<file path="src/pei_defs.svh">
/*
 Register indices, field masks, reset values and thresholds for the
 PHY event status and enable block.
 Assumes it is included by bare name from the package and the design.
*/
`ifndef PEI_DEFS_SVH
`define PEI_DEFS_SVH

// Register indices; the byte address is four times the index
`define PEI_IDX_CTRL      6'h11
`define PEI_IDX_EVT1      6'h12
`define PEI_IDX_EVT2      6'h13
`define PEI_IDX_LSB       2

// Control register fields
`define PEI_CTRL_OE       0
`define PEI_CTRL_IEN      1
`define PEI_CTRL_TINT     2
`define PEI_CTRL_POL      3
`define PEI_CTRL_WMASK    16'h000f
`define PEI_CTRL_RST      16'h0008

// First event register
`define PEI_E1_LINK       13
`define PEI_E1_SPEED      12
`define PEI_E1_DUPLEX     11
`define PEI_E1_ANDONE     10
`define PEI_E1_FCHF       9
`define PEI_E1_REHF       8
`define PEI_E1_COR        16'h3f00
`define PEI_E1_WMASK      16'h003f

// Second event register
`define PEI_E2_ANERR      14
`define PEI_E2_PAGE       13
`define PEI_E2_LBFIFO     12
`define PEI_E2_XOVER      11
`define PEI_E2_SLEEP      10
`define PEI_E2_POLAR      9
`define PEI_E2_JABBER     8
`define PEI_E2_COR        16'h7e00
`define PEI_E2_WMASK      16'h007f

// Status bit n pairs with enable bit n minus this shift
`define PEI_EN_SHIFT      8
`define PEI_EN_RST        16'h0000
`define PEI_ST_RST        16'h0000

// Half-full thresholds of the error counters
`define PEI_FC_HALF       8'h7f
`define PEI_RE_HALF       16'h7fff

// Interrupt pin level while reset holds (polarity resets to one)
`define PEI_PIN_RST       1'h1

`endif

</file>
<file path="src/pei_pkg.sv">
/*
 Types shared by the PHY event status and enable block.
 Assumes pei_defs.svh is on the include path.
*/
`default_nettype none
`include "pei_defs.svh"

package pei_pkg;

   // One-cycle event pulses from the PHY core, jabber is a level
   typedef struct packed {
      logic link_chg;
      logic speed_chg;
      logic duplex_chg;
      logic an_done;
      logic an_error;
      logic page_rx;
      logic lb_fifo_fault;
      logic xover_chg;
      logic sleep_evt;
      logic polarity_chg;
      logic jabber_active;
   } pei_evt_t;

   typedef enum logic [1:0] {
      PEI_SEL_NONE,
      PEI_SEL_CTRL,
      PEI_SEL_EVT1,
      PEI_SEL_EVT2
   } pei_sel_t;

endpackage : pei_pkg

`default_nettype wire

</file>
<file path="src/pei_event_irq.sv">
/*
 PHY event status and enable registers with interrupt pin control,
 reached over an APB slave port.
 Assumes event pulses and counter values are synchronous to pclk and
 that the counters saturate and are cleared by their own logic.
*/
`default_nettype none
`include "pei_defs.svh"

// How it works
// RQ1: Duplex change sets bit 11, read clears.
// RQ2: Negotiation done sets bit 10, read clears.
// RQ3: False carrier half-full sets bit 9.
// RQ4: Receive error half-full sets bit 8.
// RQ5: Enables 5:0 of first register, reset zero.
// RQ6: Reserved bits read zero, writes dropped.
// RQ7: Status holds any event since last read.
// RQ8: Interrupt needs that event's enable bit.
// RQ9: Interrupt needs control bits one and zero.
// RQ10: Status latches regardless of any enable.
// RQ11: Negotiation error sets second bit 14.
// RQ12: Page received sets second bit 13.
// RQ13: Loopback FIFO fault sets second bit 12.
// RQ14: Crossover change sets second bit 11.
// RQ15: Sleep event sets second bit 10.
// RQ16: Polarity change sets second bit 9.
// RQ17: Jabber shows in bit 8, not read-cleared.
// RQ18: Enables 6:0 of second register, reset zero.
// RQ19: Link change bit 13, speed bit 12.
// RQ20: Bit 1 gates, bit 0 makes pin output.
// RQ21: Bit 3 picks pin idle level.
// RQ22: False carrier event above 7Fh count.
// RQ23: Event during clearing read stays latched.
// RQ24: Interrupt holds while enabled bits pending.
module pei_event_irq
   import pei_pkg::*;
#(
   parameter int FC_W = 8,
   parameter int RE_W = 16
) (
   input  wire logic            pclk,
   input  wire logic            presetn,
   input  wire logic            psel,
   input  wire logic            penable,
   input  wire logic            pwrite,
   input  wire logic [7:0]      paddr,
   input  wire logic [31:0]     pwdata,
   input  wire logic [3:0]      pstrb,
   output logic      [31:0]     prdata,
   output logic                 pready,
   output logic                 pslverr,
   input  wire pei_evt_t        evt,
   input  wire logic [FC_W-1:0] fc_count,
   input  wire logic [RE_W-1:0] re_count,
   input  wire logic            irq_pin_i,
   output logic                 irq_pin_o,
   output logic                 irq_pin_oe,
   output logic                 powerdown_req,
   output logic                 irq_active
);

   logic [15:0] ctrl_ff;
   logic [15:0] en1_ff;
   logic [15:0] en2_ff;
   logic [15:0] st1_ff;
   logic [15:0] st2_ff;
   logic [15:0] snap_ff;
   logic [31:0] prdata_ff;
   logic        fc_hi_ff;
   logic        re_hi_ff;
   logic        active_ff;
   logic        pin_ff;

   pei_sel_t    sel;
   logic        setup_ph;
   logic        access_ph;
   logic        wr_done;
   logic        rd_done;
   logic [15:0] wdata16;
   logic [15:0] lane_mask;
   logic [15:0] rd_evt1;
   logic [15:0] rd_evt2;
   logic [15:0] rd_mux;
   logic        fc_hi;
   logic        re_hi;
   logic        fc_evt;
   logic        re_evt;
   logic [15:0] set1;
   logic [15:0] set2;
   logic [15:0] clr1;
   logic [15:0] clr2;
   logic [15:0] nxt_st1;
   logic [15:0] nxt_st2;
   logic [15:0] live2;
   logic [7:0]  hit1;
   logic [7:0]  hit2;
   logic        pending;
   logic        nxt_active;
   logic        nxt_pin;

   // Bus phases and address decode
   assign setup_ph  = psel & ~penable;
   assign access_ph = psel & penable;
   assign wr_done   = access_ph & pwrite;
   assign rd_done   = access_ph & ~pwrite;

   always_comb begin
      sel = PEI_SEL_NONE;
      if (paddr[1:0] == 2'h0) begin
         if (paddr[7:`PEI_IDX_LSB] == `PEI_IDX_CTRL) begin
            sel = PEI_SEL_CTRL;
         end else if (paddr[7:`PEI_IDX_LSB] == `PEI_IDX_EVT1) begin
            sel = PEI_SEL_EVT1;
         end else if (paddr[7:`PEI_IDX_LSB] == `PEI_IDX_EVT2) begin
            sel = PEI_SEL_EVT2;
         end
      end
   end

   // Zero wait states; read data was captured during setup
   assign pready  = access_ph;
   assign pslverr = access_ph & (sel == PEI_SEL_NONE);
   assign prdata  = prdata_ff;

   // Byte enables apply to the two low lanes only
   assign lane_mask = {{8{pstrb[1]}}, {8{pstrb[0]}}};
   assign wdata16   = pwdata[15:0];

   // Counter threshold crossing
   // RQ22: above half mark
   assign fc_hi  = (fc_count > FC_W'(`PEI_FC_HALF));
   assign re_hi  = (re_count > RE_W'(`PEI_RE_HALF));
   // RQ3: rising crossing only
   assign fc_evt = fc_hi & ~fc_hi_ff;
   // RQ4: rising crossing only
   assign re_evt = re_hi & ~re_hi_ff;

   always_ff @(posedge pclk or negedge presetn) begin
      if (!presetn) begin
         fc_hi_ff <= 1'h0;
         re_hi_ff <= 1'h0;
      end else begin
         fc_hi_ff <= fc_hi;
         re_hi_ff <= re_hi;
      end
   end

   // Event set vectors, placed at their status positions
   always_comb begin
      set1 = `PEI_ST_RST;
      // RQ19: link and speed
      set1[`PEI_E1_LINK]   = evt.link_chg;
      set1[`PEI_E1_SPEED]  = evt.speed_chg;
      // RQ1: duplex change
      set1[`PEI_E1_DUPLEX] = evt.duplex_chg;
      // RQ2: negotiation done
      set1[`PEI_E1_ANDONE] = evt.an_done;
      set1[`PEI_E1_FCHF]   = fc_evt;
      set1[`PEI_E1_REHF]   = re_evt;
   end

   always_comb begin
      set2 = `PEI_ST_RST;
      // RQ11: negotiation error
      set2[`PEI_E2_ANERR]  = evt.an_error;
      // RQ12: page received
      set2[`PEI_E2_PAGE]   = evt.page_rx;
      // RQ13: loopback FIFO fault
      set2[`PEI_E2_LBFIFO] = evt.lb_fifo_fault;
      // RQ14: crossover state change
      set2[`PEI_E2_XOVER]  = evt.xover_chg;
      // RQ15: sleep mode event
      set2[`PEI_E2_SLEEP]  = evt.sleep_evt;
      // RQ16: polarity change
      set2[`PEI_E2_POLAR]  = evt.polarity_chg;
   end

   // Jabber is not latched; it follows the detector
   always_comb begin
      live2 = `PEI_ST_RST;
      // RQ17: live jabber bit
      live2[`PEI_E2_JABBER] = evt.jabber_active;
   end

   // A read clears only the bits it actually returned, so an event
   // landing between setup and access is reported on the next read.
   // RQ23: clear only snapshot
   assign clr1 = (rd_done && sel == PEI_SEL_EVT1) ?
                 (snap_ff & `PEI_E1_COR) : `PEI_ST_RST;
   assign clr2 = (rd_done && sel == PEI_SEL_EVT2) ?
                 (snap_ff & `PEI_E2_COR) : `PEI_ST_RST;

   // Set wins over clear, independent of any enable
   // RQ7: sticky since last read
   // RQ10: enables not consulted
   // RQ23: set beats clear
   assign nxt_st1 = ((st1_ff & ~clr1) | set1) & `PEI_E1_COR;
   assign nxt_st2 = ((st2_ff & ~clr2) | set2) & `PEI_E2_COR;

   always_ff @(posedge pclk or negedge presetn) begin
      if (!presetn) begin
         st1_ff <= `PEI_ST_RST;
      end else begin
         st1_ff <= nxt_st1;
      end
   end

   always_ff @(posedge pclk or negedge presetn) begin
      if (!presetn) begin
         st2_ff <= `PEI_ST_RST;
      end else begin
         st2_ff <= nxt_st2;
      end
   end

   // Enable halves of the event registers
   always_ff @(posedge pclk or negedge presetn) begin
      if (!presetn) begin
         en1_ff <= `PEI_EN_RST;
      end else if (wr_done && sel == PEI_SEL_EVT1) begin
         // RQ5: writable enables only
         en1_ff <= ((en1_ff & ~lane_mask) | (wdata16 & lane_mask))
                   & `PEI_E1_WMASK;
      end
   end

   always_ff @(posedge pclk or negedge presetn) begin
      if (!presetn) begin
         en2_ff <= `PEI_EN_RST;
      end else if (wr_done && sel == PEI_SEL_EVT2) begin
         // RQ18: writable enables only
         en2_ff <= ((en2_ff & ~lane_mask) | (wdata16 & lane_mask))
                   & `PEI_E2_WMASK;
      end
   end

   // Control register: output enable, gate, test and polarity
   always_ff @(posedge pclk or negedge presetn) begin
      if (!presetn) begin
         ctrl_ff <= `PEI_CTRL_RST;
      end else if (wr_done && sel == PEI_SEL_CTRL) begin
         ctrl_ff <= ((ctrl_ff & ~lane_mask) | (wdata16 & lane_mask))
                    & `PEI_CTRL_WMASK;
      end
   end

   // Read views; reserved positions are zero by the masks
   // RQ6: reserved bits zero
   assign rd_evt1 = (st1_ff & `PEI_E1_COR) | (en1_ff & `PEI_E1_WMASK);
   assign rd_evt2 = (st2_ff & `PEI_E2_COR) | live2
                  | (en2_ff & `PEI_E2_WMASK);

   always_comb begin
      unique case (sel)
         PEI_SEL_CTRL: rd_mux = ctrl_ff & `PEI_CTRL_WMASK;
         PEI_SEL_EVT1: rd_mux = rd_evt1;
         PEI_SEL_EVT2: rd_mux = rd_evt2;
         PEI_SEL_NONE: rd_mux = `PEI_ST_RST;
      endcase
   end

   // Capture read data at the end of setup; snapshot drives clearing
   always_ff @(posedge pclk or negedge presetn) begin
      if (!presetn) begin
         prdata_ff <= 32'h0000_0000;
         snap_ff   <= `PEI_ST_RST;
      end else if (setup_ph && !pwrite) begin
         prdata_ff <= {16'h0000, rd_mux};
         snap_ff   <= rd_mux;
      end
   end

   // Pending status with enable; jabber counts while it is present
   // RQ8: per-event enable
   assign hit1 = st1_ff[15:`PEI_EN_SHIFT] & en1_ff[7:0];
   assign hit2 = (st2_ff[15:`PEI_EN_SHIFT] | live2[15:`PEI_EN_SHIFT])
               & en2_ff[7:0];
   assign pending = (|hit1) | (|hit2);

   // RQ9: both control gates
   // RQ20: gate and output enable
   // RQ24: level while pending
   assign nxt_active = ctrl_ff[`PEI_CTRL_IEN] & ctrl_ff[`PEI_CTRL_OE]
                     & (pending | ctrl_ff[`PEI_CTRL_TINT]);

   // RQ21: polarity one idles high
   assign nxt_pin = ctrl_ff[`PEI_CTRL_POL] ? ~nxt_active : nxt_active;

   always_ff @(posedge pclk or negedge presetn) begin
      if (!presetn) begin
         active_ff <= 1'h0;
         pin_ff    <= `PEI_PIN_RST;
      end else begin
         active_ff <= nxt_active;
         pin_ff    <= nxt_pin;
      end
   end

   assign irq_active = active_ff;
   assign irq_pin_o  = pin_ff;

   // When not an output the shared pin is an active-low power-down
   // request; it is sampled as is, since inputs are pclk-synchronous.
   // RQ20: pin role select
   assign irq_pin_oe    = ctrl_ff[`PEI_CTRL_OE];
   assign powerdown_req = ~ctrl_ff[`PEI_CTRL_OE] & ~irq_pin_i;

endmodule : pei_event_irq

`default_nettype wire

</file>
<file path="config.mk">
export PLATFORM = sky130hd
export DESIGN_NAME = pei_event_irq
export DESIGN_NICKNAME = d
export VERILOG_FILES = /design/src/pei_pkg.sv /design/src/pei_event_irq.sv
export VERILOG_INCLUDE_DIRS = /design/src
export SDC_FILE = /design/constraint.sdc
export NUM_CORES = 1
export LEC_CHECK = 0
export BUFFER_PORTS_ARGS = -buffer_cell sky130_fd_sc_hd__buf_2
export CORE_ASPECT_RATIO = 0.7
export CORE_MARGIN = 2
export CORE_UTILIZATION = 47
export CTS_CLUSTER_DIAMETER = 40
export CTS_CLUSTER_SIZE = 12
export DETAILED_ROUTE_END_ITERATION = 7
export GPL_TIMING_DRIVEN = 0
export PLACE_DENSITY = 0.84
export RECOVER_POWER = 50
export SLEW_MARGIN = 40
export SYNTH_ARGS = -nofsm -noshare
export SYNTH_HDL_FRONTEND = slang
export SYNTH_SLANG_ARGS = --single-unit
</file>
<file path="constraint.sdc">
create_clock -name pclk -period 2.2 [get_ports pclk]
set_input_delay 0.44 -clock pclk [delete_from_list [all_inputs] [get_ports pclk]]
set_output_delay 0.44 -clock pclk [all_outputs]
set_load 0.02 [all_outputs]
</file>
==> results.cfg <==
[timing]
relSlewSlack_pct = 24.8
min_period_ns = 2.06
slew_viol_final = 0
fin_crit_sh_pct = 93.8
fin_skew_ns = 0.00792
tightestPinTransition_ns = 1.13
finalSetupTns_ns = 0
final_hold_viol_count = 0
max_freq_mhz = 484
rsz0062_at_grt = false
timing.final.ws_setup_ns = 0.135
finalSetupViolCount = 0
hold-worst-slack_ns = 0.304

[logic_synthesis]
synthMuxAreaShare_pct = 10.7
synth_xor_area_share_pct = 0.398
synth_compound_area_share_pct = 13.8
synth_top_family_by_area = compound AO/OA/AOI/OAI gates
seq_area_frac_synth_pct = 53.5
netlist_instances = 185
ys_ff_latch = 47
ys_warn_count = 0
async_reset_ff_share_pct = 100
synth_ff_type = dfrtp_1
syn_avg_cell_area_sq_um = 11.9
synth-simple-area-share_pct = 12.9
synth_fa_ha_area_share_pct = 0
syn_area_sq_um = 2200
synth.distinct_cells = 35
synth_edf_count = 0

[setup_path]
path_max_fanout = 4
required_ns = 1.76
worstPathArrival_ns = 1.62
crit_type = in2out
startpoint_type = input pin
r2r_slack_ns = 0.84
endpoint_kind = output port

[clock_network]
post_cts_resized = 0
cts-root-buf = clkbuf_8
hold_buffers = 0
cts.clk_slew.worst_paths_ns = 0.08
tritoncts = done
h-tree-depth = 2
cts_buffers = 5
cts_sinks = 47
postCtsSetupRepairBufs = 0
clock_path_buffers = 2
clkLatencyLatePin_ns = 0.31

[cells_and_area]
fillCellCount = 389
drive_gt1_share_pct = 38.5
final_cells = 317
nets = 346
diodes = 0
layout_common_cells = 45 x buf_2, 45 x dfrtp_1, 21 x mux2_2
area_delta_synth_final_pct = 21.1
final_area_sq_um = 2670

[global_routing]
grt_usage_pct = 20.2
grt.overflow.total = 0
grt_pass1_wl_microns = 7720
antenna_found_initial = 0
grt_max_degree = 48
grt_pass1_vias = 1543

[status]
violations = design-rule violations
status = finished, violations left

[placement]
place_hpwl_microns = 3660
place_congestion = 0.811
portBuffers = 52
dpl-instance-area_sq_um = 2600
pre_cts_ws_ns = -0.0527
dp_cells = 309

[power]
power_density_nw_per_um2 = 574
p_leak_nw = 1.32
peakVddDrop_v = 0.000292

[die]
rows = 20
die_y_microns = 61.3
io_pins = 123
start_util_pct = 49.7
dieWidth_microns = 85.8
dieArea_sq_um = 5260
coreArea_sq_um = 4430

[drt]
wl_per_cell_microns = 15.6
drc_errors = 8
ant_nets = 0
dr.first_iter.drc_count = 170
routed_wl_microns = 4930
drt_first_pass_iters = 8
vias = 1670
vias_per_cell = 5.27

[job]
drv_cap = 0

[hold_path]
hp-class = in2reg
per-layer routing:
metal	vias to the layer above	share of wire [%]	global-route usage, %
li1	774	-	-
met1	823	45	27.6
met3	4	9.7	6.70
met5	-	0	0
met4	0	0.59	4.76
met2	69	45	31.9
where the power goes:
group | total [mW] | internal, mW | switching (mW)
Clock | 0.510 | 0.223 | 0.286
Combinational | 0.148 | 0.0583 | 0.0892
Sequential | 0.873 | 0.869 | 0.00381
final timing paths:
path                                   startpoint                      to  depth (start not counted)
min reg2reg                snap_ff[2]$_DFFE_PN0P_  snap_ff[2]$_DFFE_PN0P_                          2
min in group asynchronous                 presetn  snap_ff[6]$_DFFE_PN0P_                          1
max                                      paddr[5]                 pslverr                          5
max in group asynchronous                 presetn    st1_ff[12]$_DFF_PN0_                          1
max reg2reg                  st2_ff[12]$_DFF_PN0_     irq_pin_o$_DFF_PN1_                          4
min                                        evt[3]    st2_ff[11]$_DFF_PN0_                          2
critical path, cell delays in order:
cell	delay [ns]
buf_2	0.10
or4_4	0.57
nor2_1	0.24
a21oi_1	0.11
buf_2	0.17
metrics by stage:
stage          power, mW  util [%]
3_3_place_gp        1.04      58.6
6_report            1.53      60.2
2_1_floorplan      0.976         -
3_5_place_dp        1.04      58.6
5_1_grt             1.60      60.2
4_1_cts             1.54      60.5
synthesized netlist by cell type, drive strengths merged (2+ instances only):
cell    count  share of area [%]
dfrtp      45                 51
buf        21                7.1
mux2       21                 11
nand2      20                3.4
a21o       10                3.4
a221o       8                3.6
a22oi       8                2.7
and2        8                2.3
a22o        5                2.0
clkbuf      5               0.85
nor2        5                1.9
o21ai       4               0.91
inv         3               0.51
a21oi       2               0.45
and4        2               0.80
dfstp       2                2.4
nand2b      2               0.57
nor4        2                1.1
kinds of logic (layout without fill, tap and decap cells):
| group | Yosys count | in the layout |
|---|---|---|
| mux | 21 | 21 |
| compound gates | 39 | 39 |
| flops | 47 | 47 |
| other cells | 1 | 18 |
| xor+xnor | 1 | 1 |
| buf+inv | 29 | 89 |
| simple gates | 47 | 47 |
final cells by class:
type	count	area (sq um)	share of cell area [%]
Buffer	26	175	6.57
Sequential cell	47	1180	44.2
Clock buffer	7	76.3	2.86
Timing Repair Buffer	52	250	9.39
Tap cell	55	68.8	2.58
Inverter	3	11.3	0.422
Multi-Input combinational cell	126	901	33.8
Clock inverter	1	5.00	0.188
Note: power is estimated with default switching activity, not from simulation.
